--- src/inc/sbsp_regs.vh ---
// Constants for the buffered serial port: control bit positions and sizes
// Overview of operation
// - Standard single buffer or eight-entry FIFO mode
// - Framed protocol, master or slave, four configurations; only a master generates the frame pulse
// - Four pins: data in, out, clock, select
// - Configurable for four, three or two pins
// - Master starts shifting once data buffer written; when framed with frm_slave set it also waits for the frame pulse
// - Control one bit 5 selects master role
// - Status bit 15 enables port, set last
// - Control two bit 0 selects FIFO mode
// - Exactly one serial port instance exists
// - Word-width bit picks 16 or 8 bits
// - Unread data: discard new word, set overflow
// - Primary prescale codes 1, 4, 16, 64
// - Transmit-full sets on write, clears on load
`ifndef SBSP_REGS_VH
`define SBSP_REGS_VH

// ----------------------------------------
// Control register one bit positions
// ----------------------------------------
`define SBSP_C1_PRIMARY_PRESCALE_LO 0
`define SBSP_C1_SECONDARY_PRESCALE_LO 2
`define SBSP_C1_MASTER 5
`define SBSP_C1_CKP 6
`define SBSP_C1_SELECT_LINE_ENABLE 7
`define SBSP_C1_CKE 8
`define SBSP_C1_SMP 9
`define SBSP_C1_WIDE 10
`define SBSP_C1_DIS_SDO 11
`define SBSP_C1_DIS_SCK 12

// ----------------------------------------
// Control register two and status bit positions
// ----------------------------------------
`define SBSP_C2_FIFO 0
`define SBSP_C2_FRAME 15
`define SBSP_C2_FRM_SLAVE 14
`define SBSP_ST_ENABLE 15
`define SBSP_ST_ROV 6

// ----------------------------------------
// Sizes and reset values
// ----------------------------------------
`define SBSP_FIFO_DEPTH 8
`define SBSP_FIFO_AW 3
`define SBSP_DATA_W 16
`define SBSP_RESET_WORD 16'h0000

`endif

--- src/hdl/sbsp_fifo.v ---
// Parameterised valid/ready FIFO for the serial port data paths
`timescale 1ns/1ps
module sbsp_fifo #(
  parameter W = 16,
  parameter D = 8,
  parameter AW = 3
) (
  // Clock and reset
  input wire clk,
  input wire rst_n,
  // Flush
  input wire flush,
  // Fill side
  input wire in_valid,
  output wire in_ready,
  input wire [W-1:0] in_data,
  // Drain side
  output wire out_valid,
  input wire out_ready,
  output wire [W-1:0] out_data,
  // Fill level
  output wire [AW:0] count
);
  reg [W-1:0] mem [0:D-1];
  reg [AW-1:0] wp_q;
  reg [AW-1:0] rp_q;
  reg [AW:0] cnt_q;
  wire wr = in_valid && in_ready;
  wire rd = out_valid && out_ready;
  localparam [AW:0] FULL_N = D;
  localparam [AW:0] LAST_I = D - 1;

  assign in_ready = (cnt_q != FULL_N);
  assign out_valid = (cnt_q != {(AW+1){1'b0}});
  assign out_data = mem[rp_q];
  assign count = cnt_q;

  always @(posedge clk) begin
    if (wr) begin
      mem[wp_q] <= in_data;
    end
  end

  always @(posedge clk or negedge rst_n) begin
    if (!rst_n) begin
      wp_q <= {AW{1'b0}};
      rp_q <= {AW{1'b0}};
      cnt_q <= {(AW+1){1'b0}};
    end else if (flush) begin
      wp_q <= {AW{1'b0}};
      rp_q <= {AW{1'b0}};
      cnt_q <= {(AW+1){1'b0}};
    end else begin
      if (wr) begin
        wp_q <= (wp_q == LAST_I[AW-1:0]) ? {AW{1'b0}} : wp_q + 1'b1;
      end
      if (rd) begin
        rp_q <= (rp_q == LAST_I[AW-1:0]) ? {AW{1'b0}} : rp_q + 1'b1;
      end
      if (wr && !rd) begin
        cnt_q <= cnt_q + 1'b1;
      end else if (rd && !wr) begin
        cnt_q <= cnt_q - 1'b1;
      end
    end
  end
endmodule

--- src/hdl/sbsp_top.v ---
// Buffered serial port: master/slave shifter with single or FIFO buffering
`timescale 1ns/1ps
`include "sbsp_regs.vh"
// One port per device; nothing here is shared or indexed
module sbsp_top (
  // Clock and reset
  input wire REF_CLK,
  input wire RESETN,
  // Configuration words
  input wire [15:0] CONTROL_REG_ONE,
  input wire [15:0] CONTROL_REG_TWO,
  input wire PORT_ENABLE,
  // Data buffer write side
  input wire TX_WRITE,
  input wire [15:0] TX_DATA,
  output wire TX_READY,
  // Data buffer read side
  input wire RX_READ,
  output wire [15:0] RX_DATA,
  output wire RX_VALID,
  // Status
  input wire OVERFLOW_CLEAR,
  output wire RECEIVE_OVERFLOW_FLAG,
  output wire TX_BUFFER_FULL_FLAG,
  output wire SHIFT_REG_EMPTY,
  output wire RX_FIFO_EMPTY,
  output wire [2:0] TX_PENDING_COUNT,
  output wire [2:0] RX_UNREAD_COUNT,
  output wire TRANSFER_DONE,
  // Serial pins
  input wire SERIAL_DATA_IN,
  output wire SERIAL_DATA_OUT,
  output wire SERIAL_DATA_OUT_OE,
  input wire SHIFT_CLOCK_IN,
  output wire SHIFT_CLOCK_OUT,
  output wire SHIFT_CLOCK_OE,
  input wire SELECT_N_OR_FRAME_PULSE_IN,
  output wire SELECT_N_OR_FRAME_PULSE_OUT,
  output wire SELECT_N_OR_FRAME_PULSE_OE
);
  // ----------------------------------------
  // States and helpers
  // ----------------------------------------
  localparam ST_IDLE = 3'b001;
  localparam ST_FRAME = 3'b010;
  localparam ST_SHIFT = 3'b100;

  // Primary prescale ratio as a divide count
  function [6:0] pri_ratio;
    input [1:0] code;
    begin
      case (code)
        2'b11: pri_ratio = 7'h01;
        2'b10: pri_ratio = 7'h04;
        2'b01: pri_ratio = 7'h10;
        default: pri_ratio = 7'h40;
      endcase
    end
  endfunction

  // Top bit of the active word width
  function msb_of;
    input [15:0] word;
    input is_wide;
    begin
      msb_of = is_wide ? word[15] : word[7];
    end
  endfunction

  wire [15:0] c1 = CONTROL_REG_ONE;
  wire [15:0] c2 = CONTROL_REG_TWO;
  wire en = PORT_ENABLE;
  wire master = c1[`SBSP_C1_MASTER];
  wire fifo_mode = c2[`SBSP_C2_FIFO];
  wire wide = c1[`SBSP_C1_WIDE];
  wire ckp = c1[`SBSP_C1_CKP];
  wire cke = c1[`SBSP_C1_CKE];
  wire input_sample_phase = c1[`SBSP_C1_SMP];
  wire select_line_enable = c1[`SBSP_C1_SELECT_LINE_ENABLE];
  wire framed = c2[`SBSP_C2_FRAME];
  wire frm_slave = c2[`SBSP_C2_FRM_SLAVE];
  wire [4:0] nbits = wide ? 5'h10 : 5'h08;
  // Overall clock divide: primary times secondary (secondary 1..8)
  wire [3:0] sec = 4'h8 - {1'b0, c1[`SBSP_C1_SECONDARY_PRESCALE_LO +: 3]};
  wire [9:0] div_full = pri_ratio(c1[1:0]) * sec;

  // ----------------------------------------
  // Transmit and receive buffers
  // ----------------------------------------
  // Standard mode caps both FIFOs at one entry so the single-buffer
  // flags behave as documented without a second datapath.
  wire [3:0] tx_cnt;
  wire [3:0] rx_cnt;
  wire cap_tx = !fifo_mode && (tx_cnt != 4'h0);
  wire cap_rx = !fifo_mode && (rx_cnt != 4'h0);
  wire tx_in_ready;
  wire rx_in_ready;
  wire rx_room = rx_in_ready && !cap_rx;
  wire tx_avail;
  wire [15:0] tx_word;
  reg tx_pop;
  reg rx_push;
  reg [15:0] rx_word_q;

  sbsp_fifo #(
    .W(`SBSP_DATA_W),
    .D(`SBSP_FIFO_DEPTH),
    .AW(`SBSP_FIFO_AW)
  ) u_txf (
    .clk(REF_CLK),
    .rst_n(RESETN),
    .flush(!en),
    .in_valid(TX_WRITE && TX_READY),
    .in_ready(tx_in_ready),
    .in_data(TX_DATA),
    .out_valid(tx_avail),
    .out_ready(tx_pop),
    .out_data(tx_word),
    .count(tx_cnt)
  );

  sbsp_fifo #(
    .W(`SBSP_DATA_W),
    .D(`SBSP_FIFO_DEPTH),
    .AW(`SBSP_FIFO_AW)
  ) u_rxf (
    .clk(REF_CLK),
    .rst_n(RESETN),
    .flush(!en),
    .in_valid(rx_push && rx_room),
    .in_ready(rx_in_ready),
    .in_data(rx_word_q),
    .out_valid(RX_VALID),
    .out_ready(RX_READ),
    .out_data(RX_DATA),
    .count(rx_cnt)
  );

  assign TX_READY = en && tx_in_ready && !cap_tx;
  assign TX_BUFFER_FULL_FLAG = !TX_READY && en;
  assign RX_FIFO_EMPTY = !RX_VALID;
  assign TX_PENDING_COUNT = tx_cnt[2:0];
  assign RX_UNREAD_COUNT = rx_cnt[2:0];

  // ----------------------------------------
  // Slave-side pin edge detection
  // ----------------------------------------
  reg sck_q;
  reg ss_q;
  always @(posedge REF_CLK or negedge RESETN) begin
    if (!RESETN) begin
      sck_q <= 1'b0;
      ss_q <= 1'b1;
    end else begin
      sck_q <= SHIFT_CLOCK_IN;
      ss_q <= SELECT_N_OR_FRAME_PULSE_IN;
    end
  end
  // Leading edge leaves idle level; trailing edge returns to it
  wire sck_act = SHIFT_CLOCK_IN ^ ckp;
  wire sck_act_q = sck_q ^ ckp;
  wire s_lead = sck_act && !sck_act_q;
  wire s_trail = !sck_act && sck_act_q;
  wire ss_fall = ss_q && !SELECT_N_OR_FRAME_PULSE_IN;
  wire sel_ok = !select_line_enable || !SELECT_N_OR_FRAME_PULSE_IN;

  // ----------------------------------------
  // Shift engine
  // ----------------------------------------
  reg [2:0] st_q;
  reg [15:0] sh_q;
  reg [4:0] bit_q;
  reg [9:0] div_q;
  reg sclk_q;
  reg sdo_q;
  reg frm_q;
  reg rov_q;
  reg done_q;
  reg first_q;

  // Master tick: half period of the shift clock
  wire m_tick = (div_q == 10'h000);
  wire [9:0] half = (div_full > 10'h001) ? (div_full >> 1) - 10'h001
                                         : 10'h000;
  // Master: change/sample on internal shift-clock half edges
  wire lead_e = master ? (m_tick && !sclk_q) : s_lead;
  wire trail_e = master ? (m_tick && sclk_q) : s_trail;
  wire chg_e = cke ? trail_e : lead_e;
  wire smp_e = (master && input_sample_phase) ? (cke ? lead_e : trail_e)
                               : (cke ? lead_e : trail_e);
  wire last_bit = (bit_q == 5'h01);
  wire sdo_bit = msb_of(sh_q, wide);

  always @* begin
    tx_pop = 1'b0;
    if (en && st_q == ST_IDLE && tx_avail) begin
      if (master) begin
        tx_pop = !framed || !frm_slave || ss_fall;
      end else begin
        tx_pop = framed ? ss_fall : (sel_ok && s_lead);
      end
    end
  end

  always @(posedge REF_CLK or negedge RESETN) begin
    if (!RESETN) begin
      st_q <= ST_IDLE;
      sh_q <= `SBSP_RESET_WORD;
      bit_q <= 5'h00;
      div_q <= 10'h000;
      sclk_q <= 1'b0;
      sdo_q <= 1'b0;
      frm_q <= 1'b0;
      rov_q <= 1'b0;
      done_q <= 1'b0;
      first_q <= 1'b0;
      rx_push <= 1'b0;
      rx_word_q <= `SBSP_RESET_WORD;
    end else begin
      rx_push <= 1'b0;
      done_q <= 1'b0;
      div_q <= m_tick ? half : div_q - 10'h001;
      // Set wins over a clear in the same cycle
      if (rx_push && !rx_room) begin
        rov_q <= 1'b1;
      end else if (OVERFLOW_CLEAR) begin
        rov_q <= 1'b0;
      end
      if (!en) begin
        st_q <= ST_IDLE;
        sclk_q <= 1'b0;
        frm_q <= 1'b0;
      end else begin
        case (st_q)
          ST_IDLE: begin
            sclk_q <= 1'b0;
            // Unframed slave sends zeros when nothing queued yet still receives
            if (tx_pop || (!master && !framed && sel_ok && s_lead)) begin
              sh_q <= tx_pop ? tx_word : 16'h0000;
              bit_q <= nbits;
              // A slave's starting edge already is its first leading edge
              first_q <= !cke && master;
              div_q <= half;
              frm_q <= master && framed && !frm_slave;
              st_q <= (master && framed && !frm_slave) ? ST_FRAME
                                                       : ST_SHIFT;
              sdo_q <= tx_pop ? msb_of(tx_word, wide) : 1'b0;
            end
          end
          ST_FRAME: begin
            // One shift-clock period of frame pulse before data
            if (m_tick && sclk_q) begin
              frm_q <= 1'b0;
              st_q <= ST_SHIFT;
            end
            if (m_tick) begin
              sclk_q <= !sclk_q;
            end
          end
          ST_SHIFT: begin
            if (master && m_tick) begin
              sclk_q <= !sclk_q;
            end
            if (!master && select_line_enable && !framed &&
                SELECT_N_OR_FRAME_PULSE_IN) begin
              st_q <= ST_IDLE; // select lost aborts the word
            end else begin
              if (chg_e && !first_q) begin
                sdo_q <= sdo_bit;
              end
              if (chg_e) begin
                first_q <= 1'b0;
              end
              if (smp_e) begin
                sh_q <= {sh_q[14:0], SERIAL_DATA_IN};
                bit_q <= bit_q - 5'h01;
                if (last_bit) begin
                  rx_word_q <= wide ? {sh_q[14:0], SERIAL_DATA_IN}
                                    : {8'h00, sh_q[6:0], SERIAL_DATA_IN};
                  rx_push <= 1'b1;
                  done_q <= 1'b1;
                  st_q <= ST_IDLE;
                end
              end
            end
          end
          default: st_q <= ST_IDLE;
        endcase
      end
    end
  end

  // ----------------------------------------
  // Status
  // ----------------------------------------
  assign SHIFT_REG_EMPTY = (st_q == ST_IDLE);
  assign RECEIVE_OVERFLOW_FLAG = rov_q;
  assign TRANSFER_DONE = done_q;

  // ----------------------------------------
  // Pin drive
  // ----------------------------------------
  // disable bits drop clock or data out; select is driven only when framed with frm_slave clear
  assign SERIAL_DATA_OUT = sdo_q;
  assign SERIAL_DATA_OUT_OE = en && !c1[`SBSP_C1_DIS_SDO];
  assign SHIFT_CLOCK_OUT = sclk_q ^ ckp;
  assign SHIFT_CLOCK_OE = en && master && !c1[`SBSP_C1_DIS_SCK];
  assign SELECT_N_OR_FRAME_PULSE_OUT = framed ? frm_q : 1'b1;
  assign SELECT_N_OR_FRAME_PULSE_OE = en && framed && !frm_slave;
endmodule

--- config.mk ---
export PLATFORM = sky130hd
export DESIGN_NAME = sbsp_top
export DESIGN_NICKNAME = d
export VERILOG_FILES = /design/src/hdl/sbsp_fifo.v /design/src/hdl/sbsp_top.v
export VERILOG_INCLUDE_DIRS = /design/src /design/src/inc
export SDC_FILE = /design/constraint.sdc
export NUM_CORES = 1
export LEC_CHECK = 0
export ABC_CLOCK_PERIOD_IN_PS = 3850
export BUFFER_PORTS_ARGS = -buffer_cell sky130_fd_sc_hd__buf_2
export CAP_MARGIN = 15
export CORE_ASPECT_RATIO = 0.75
export CORE_MARGIN = 2
export CORE_UTILIZATION = 45
export CTS_BUF_LIST = sky130_fd_sc_hd__clkbuf_8
export DETAILED_ROUTE_END_ITERATION = 7
export GPL_ROUTABILITY_DRIVEN = 0
export PLACE_DENSITY_LB_ADDON = 0.25
export SLEW_MARGIN = 5
export SYNTH_ARGS = -nofsm -noshare
export SYNTH_HDL_FRONTEND = slang
export SYNTH_SLANG_ARGS = --single-unit
--- constraint.sdc ---
create_clock -name REF_CLK -period 3.85 [get_ports REF_CLK]
set_input_delay 0.5775 -clock REF_CLK [delete_from_list [all_inputs] [get_ports REF_CLK]]
set_output_delay 0.5775 -clock REF_CLK [all_outputs]
set_load 0.05 [all_outputs]
==> results of run 1 <==
==> worst max-delay path, delay by kind of cell, from the launching register on <==
family | cells | cell delay [ps]
multiplexers | 2 | 830
buffers and inverters | 2 | 550
flip-flops | 1 | 750
==> final timing paths <==
kind	from	end	slack, ps	cells past startpoint
max	u_rxf.rp_q[0]$_DFFE_PN0P_	RX_DATA[7]	550	4
max in group asynchronous	RESETN	u_txf.rp_q[2]$_DFFE_PN0P_	2960	2
min reg2reg	frm_q$_DFFE_PN0P_	frm_q$_DFFE_PN0P_	520	1
max reg2reg	u_rxf.count[0]$_DFFE_PN0P_	u_rxf.count[3]$_DFFE_PN0P_	890	11
min	RESETN	sck_q$_DFF_PN0_	80	1
min in group REF_CLK	SELECT_N_OR_FRAME_PULSE_IN	ss_q$_DFF_PN1_	140	1
==> synthesized netlist by cell type, types with 15 or more instances <==
| cell type | n | area share [%] |
|---|---|---|
| mux2_2 | 23 | 1.8 |
| mux2i_1 | 23 | 1.6 |
| nor3_1 | 20 | 0.69 |
| mux4_2 | 64 | 9.9 |
| dfrtp_1 | 76 | 13 |
| nor2_1 | 69 | 1.8 |
| o21ai_0 | 21 | 0.72 |
| inv_1 | 31 | 0.80 |
| nand2b_1 | 17 | 0.73 |
| nand3_1 | 16 | 0.55 |
| edfxtp_1 | 256 | 53 |
| nand2_1 | 37 | 0.96 |
| a21oi_1 | 56 | 1.9 |
| clkbuf_1 | 28 | 0.72 |
| ha_1 | 26 | 2.2 |
| xnor2_1 | 15 | 0.90 |
==> per-stage QoR <==
| step | setup WS [ps] | instances | area, um2 | hold WS [ps] | power [uW] |
|---|---|---|---|---|---|
| floorplan | 49.9 | 927 | 14500 | 282 | 6370 |
| global placement | 43.9 | 1395 | 15500 | 479 | 6860 |
| detailed placement | 6.19 | 1395 | 15500 | 501 | 6910 |
| CTS | 462 | 1487 | 16600 | 90.4 | 9910 |
| global route | 379 | 1487 | 16600 | 122 | 10300 |
| finish | 552 | 1489 | 16600 | 80.5 | 9810 |
==> placed cells by master, fill, tap and decap left out, types with 4 or more instances in the layout <==
cell type	count
or3_1	6
clkinv_1	11
nor3_1	14
nand2_1	37
o22ai_1	12
nor3b_1	8
edfxtp_1	256
mux2i_1	23
mux4_2	64
nor2_1	69
fa_1	4
o21ai_0	21
xor2_1	10
clkbuf_8	55
buf_4	38
nor3_2	6
nand3_1	16
ha_1	26
buf_2	73
a21oi_1	56
and2_1	8
mux2_2	23
a311oi_1	5
nand2b_1	17
inv_1	49
dfrtp_1	74
nor2b_1	6
xnor2_1	15
bufinv_16	5
==> power groups by stage <==
stage	clock network (uW)	registers, uW	logic (uW)
2_1_floorplan	0	4470	1900
3_3_place_gp	0	4610	2250
3_5_place_dp	0	4620	2290
4_1_cts	3060	4550	2300
5_1_grt	3220	4600	2500
6_report	2990	4550	2270
==> layer usage <==
layer | vias up | GRT usage (%) | routed length [um]
li1 | 3812 | - | -
met1 | 4044 | 26.5 | 14300
met2 | 167 | 27.1 | 12900
met3 | 38 | 3.43 | 1290
met4 | 0 | 4.71 | 450
met5 | - | 0 | 0
==> cell type report <==
class	count	area [um2]	area share, %
sequential	334	9640	58.2
multi-input combinational	512	4600	27.7
clock buffer	55	757	4.57
timing repair buffer	111	651	3.93
tap	406	508	3.07
clock inverter	37	284	1.71
inverter	32	120	0.725
antenna	2	5.00	0.0302
==> registers in the layout, summed over array words and instances (netlist names), 3 cells and up <==
| name | cells |
|---|---|
| u_rxf.mem | 128 |
| u_txf.mem | 128 |
| rx_word_q | 16 |
| sh_q | 16 |
| div_q | 10 |
| bit_q | 5 |
| u_rxf.count | 4 |
| u_txf.count | 4 |
| st_q | 3 |
| u_rxf.rp_q | 3 |
| u_rxf.wp_q | 3 |
| u_txf.rp_q | 3 |
| u_txf.wp_q | 3 |
==> cell families (layout without fill, tap and decap cells) <==
logic type / after synthesis / in the layout / synth area share, %
and+or+nand+nor: 216 / 216 / 7.72
AOI/OAI and AO/OA: 128 / 128 / 5.69
adders and majority gates: 30 / 30 / 2.79
DFF: 334 / 334 / 66.4
buffers and inverters: 81 / 235 / 2.38
muxes: 113 / 113 / 13.5
xor gates and xnor gates: 25 / 25 / 1.51
other: 0 / 2 / 0
==> results.md, run 1 <==
- P_leak: approximately 0.0057 uW
- Unrepaired setup endpoints after global routing: false
- FF+latch count, synth: about 330
- Largest net degree at the start of global routing: 58
- VDD IR-drop max: 0.422 mV
- Antenna violations before repair: 2
- Tcrit/Tclk final: between 80% and 90%
- GRT overflow: 0
- Die width: about 210 um
- CP Class: reg2out
- Worst Setup End Kind: primary output
- Max incr delay on CP: between 700 and 800 ps
- Psw: between 3000 and 4000 uW
- Clock Path Buffers: 3
- Crit-path slowest cell: dfrtp_2
- Fin. Hold Viols: 0
- Core box area: between 30000 and 40000 um2
- F_max: 0.303 GHz
- Post-cts resize count: 0
- Final setup TNS: 0 ps
- Clk sinks: 334
- Final core occ: ~53%
- Final Critical Period: 3300 ps
- Cts bufs inserted: about 50
- Worst-Skew Late Latency: ~580 ps
- Hold WC Path Type: in2async
- Synthesized net count: roughly 1000
- Outcome: finished clean
- H-tree depth: 2
- Vias/cell: about 5.4
- Antenna Nets Post-Route: 0
- Final setup vio count: 0
- Synth Cell Area: around 15000 um2
- Crit-path cells: buf_4, mux4_2, mux2_2, buf_2
- Sequential share of power: approximately 46%
- WP data required: between 3000 and 4000 ps
- Count of final max-slew check failures: 0
- Ys flop type: edfxtp_1
- DR DRC count: 0
- Filler cells: 2600
- Worst slew pin tran: 996 ps
- Tot GR Track Use: approximately 18%
- Starting density of the core: between 40% and 50%
- Post-Syn Instances: approximately 930
- First-pass DRT Iterations: 5
- Share of cells above drive strength 1: roughly 27%
- Wire length per cell: about 19 um
- Post-CTS Setup Bufs: 0
- Max cap viols: 0
- Pwr dens: ~590 nW/um2
- NumNets Final: around 1100
- Int Power: a little under 7000 uW
- DRT Wirelength: ~29000 um
- Critical Path Start Type: register
- Mean Syn Cell Area: between 15 and 20 um2
- Clock root cell: clkbuf_8
- Clk slew on worst S/H paths: 60 ps
- Die height: between 150 and 200 um
- CTS tree: yes
- Post-synth ARST share: roughly a quarter
- IO Pins: 92
- Iter 0 DRT Violations: ~650
- Global-route wire length before repair: ~46000 um
- Clk pwr share: a little under a third
- Sequential-to-total area share from yosys stat: between 60% and 70%
- Yosys cell types: 75
- Worst relative slew slack: between 30% and 40%
- Num rows: 56
- Crit path DAT: approximately 2700 ps
- Yosys Warn Count: 0
- Number of flops mapped to enable cells by yosys: 256
- Vias: between 8000 and 9000
- HPWL Detailed: 18000 um
- CTS Hold Bufs: 0
- Vias in the first global route: ~8300
- Port Buffers: 74
- Combinational fraction of design power: 23.2%
- Worst-path maximum fanout: 19
- Clock Skew: between 10 and 15 ps
- Layout Area Growth over Synthesis: 14.1%
- Switching share of power: between 30% and 40%
- Die area: 33700 um2
Note: power is estimated with default switching activity, not from simulation.
==> inputs of run 2 (changes only) <==
--- a/config.mk
+++ b/config.mk
@@ -16,6 +16,7 @@
 export DETAILED_ROUTE_END_ITERATION = 7
 export GPL_ROUTABILITY_DRIVEN = 0
 export PLACE_DENSITY_LB_ADDON = 0.25
+export REMOVE_ABC_BUFFERS = 1
 export SLEW_MARGIN = 5
 export SYNTH_ARGS = -nofsm -noshare
 export SYNTH_HDL_FRONTEND = slang
==> results.md, run 2 (synthesis gave the netlist of run 1 again) <==
- Outcome: finished clean
- Int Power: ~6500 uW
- P_leak: roughly 0.0056 uW
- Psw: 2990 uW
- Vias: about 8200
- Final setup vio count: 0
- Most frequent cells in the layout: edfxtp_1 (256), dfrtp_1 (74), buf_2 (73), nor2_1 (69), mux4_2 (64)
- DRT Wirelength: ~28000 um
- Starting density of the core: between 40% and 50%
- Combinational fraction of design power: between 20% and 30%
- Cts bufs inserted: 50
- Antenna violations before repair: 2
- Hold WC Path Type: in2async
- Core box area: 31500 um2
- NumNets Final: ~1100
- Port Buffers: 74
- Worst relative slew slack: around 27%
- Num rows: between 50 and 60
- Clk sinks: 334
- Iter 0 DRT Violations: around 440
- Share of cells above drive strength 1: a little over a quarter
- Worst-path maximum fanout: 9
- GRT overflow: 0
- Vias/cell: about 5.5
- Clk pwr share: 28.3%
- Worst Setup End Kind: register
- Dpl cells: ~1400
- Global-route wire length before repair: roughly 45000 um
- Worst slew pin tran: 1100 ps
- Final core occ: a little over half
- Tot GR Track Use: roughly 17%
- Final Critical Period: 3240 ps
- WP data required: roughly 4300 ps
- Crit path DAT: approximately 3700 ps
- DR DRC count: 0
- Max cap viols: 0
- VDD IR-drop max: 0.695 mV
- Sequential share of power: between 40% and 50%
- IO Pins: 92
- Die width: ~210 um
- CTS tree: yes
- Largest net degree at the start of global routing: ~80
- HPWL Detailed: between 15000 and 20000 um
- Count of final max-slew check failures: 0
- Overall power: 9520 uW
- Most common cell after layout, fill and taps aside: edfxtp_1
- Top flop regs: u_rxf.mem x128, u_txf.mem x128
- CTS Hold Bufs: 0
- F_max: roughly 0.3 GHz
- Antenna Nets Post-Route: 0
- Fin. Hold Viols: 0
- Post-CTS Setup Bufs: 0
- Wire length per cell: 19.1 um
- Clock Path Buffers: 3
- Die area: 33700 um2
- First-pass DRT Iterations: 5
- Final setup TNS: 0 ps
- Die height: roughly 160 um
- Clock root cell: clkbuf_8
- H-tree depth: 2
- Clock Skew: 20.6 ps
- Vias in the first global route: just over 8000
- Critical Path Start Type: input pin
- Pwr dens: roughly 580 nW/um2
- Layout Area Growth over Synthesis: 13.4%
- Post-cts resize count: 0
- Worst-Skew Late Latency: 580 ps
- Switching share of power: 31.4%
- Fin cells: between 1000 and 1500
- Tcrit/Tclk final: around 84%
- Unrepaired setup endpoints after global routing: false
- CP Class: in2reg
- Clk slew on worst S/H paths: 60 ps
- Final hold slack: between 100 and 150 ps
==> run 2: changes by cell type in the layout (fill, tap and decap cells not counted), sizes merged <==
cell	change
buf	+4
bufinv	-3
clkinv	+3
clkbuf	-2
clkinvlp	-2
diode	-1
inv	+1
==> run 2: worst paths after layout <==
check / from / endpoint / slack, ps / cells after the start
worst max register to register: u_rxf.count[0]$_DFFE_PN0P_ / u_rxf.count[3]$_DFFE_PN0P_ / 840 / 11
worst max-delay path: CONTROL_REG_ONE[3] / div_q[8]$_DFF_PN0_ / 610 / 14
worst min register to register: SERIAL_DATA_OUT$_DFFE_PN0P_ / SERIAL_DATA_OUT$_DFFE_PN0P_ / 510 / 1
worst min-delay path: RESETN / st_q[2]$_DFFE_PN0P_ / 140 / 1
max in group asynchronous: RESETN / u_rxf.rp_q[0]$_DFFE_PN0P_ / 2960 / 1
min in group REF_CLK: SELECT_N_OR_FRAME_PULSE_IN / ss_q$_DFF_PN1_ / 150 / 1
==> run 2: critical path: stages <==
cell     delay, ps
buf_2          110
or3_1          410
nor2_1         130
ha_1           160
inv_1           50
fa_1           540
inv_1           50
ha_1           210
xor2_1         150
or3_1          330
or3_1          420
o31ai_4        250
buf_4          200
o22ai_1        100
==> run 2: power by group through the flow <==
stage	registers [uW]	logic [uW]	clock network (uW)
global placement	4580	2290	0
global route	4570	2550	2940
detailed placement	4590	2320	0
CTS	4520	2330	2770
finish	4520	2310	2700
floorplan	4700	1580	0
==> run 2: metrics by stage <==
stage | worst slack, ps | cell area, um2
4_1_cts | 588 | 16500
6_report | 607 | 16500
5_1_grt | 391 | 16500
2_1_floorplan | -652 | 14300
3_5_place_dp | 33.0 | 15500
3_3_place_gp | 51.6 | 15500
==> run 2: layout make-up <==
class                           count  area, um2
Inverter                           32        120
Multi-Input combinational cell    512       4590
Clock buffer                       53        729
Timing Repair Buffer              115        681
Tap cell                          406        508
Clock inverter                     36        194
Sequential cell                   334       9640
Antenna cell                        1       2.50
Fill cell                        2617      15100
==> run 2: per-layer routing <==
layer,vias to the layer above,part of all wire [%],GRT usage (%)
met2,229,45,26.2
met3,41,6.3,3.61
li1,3803,-,-
met4,2,1.6,4.58
met5,-,0.046,0
met1,4092,47,25.3
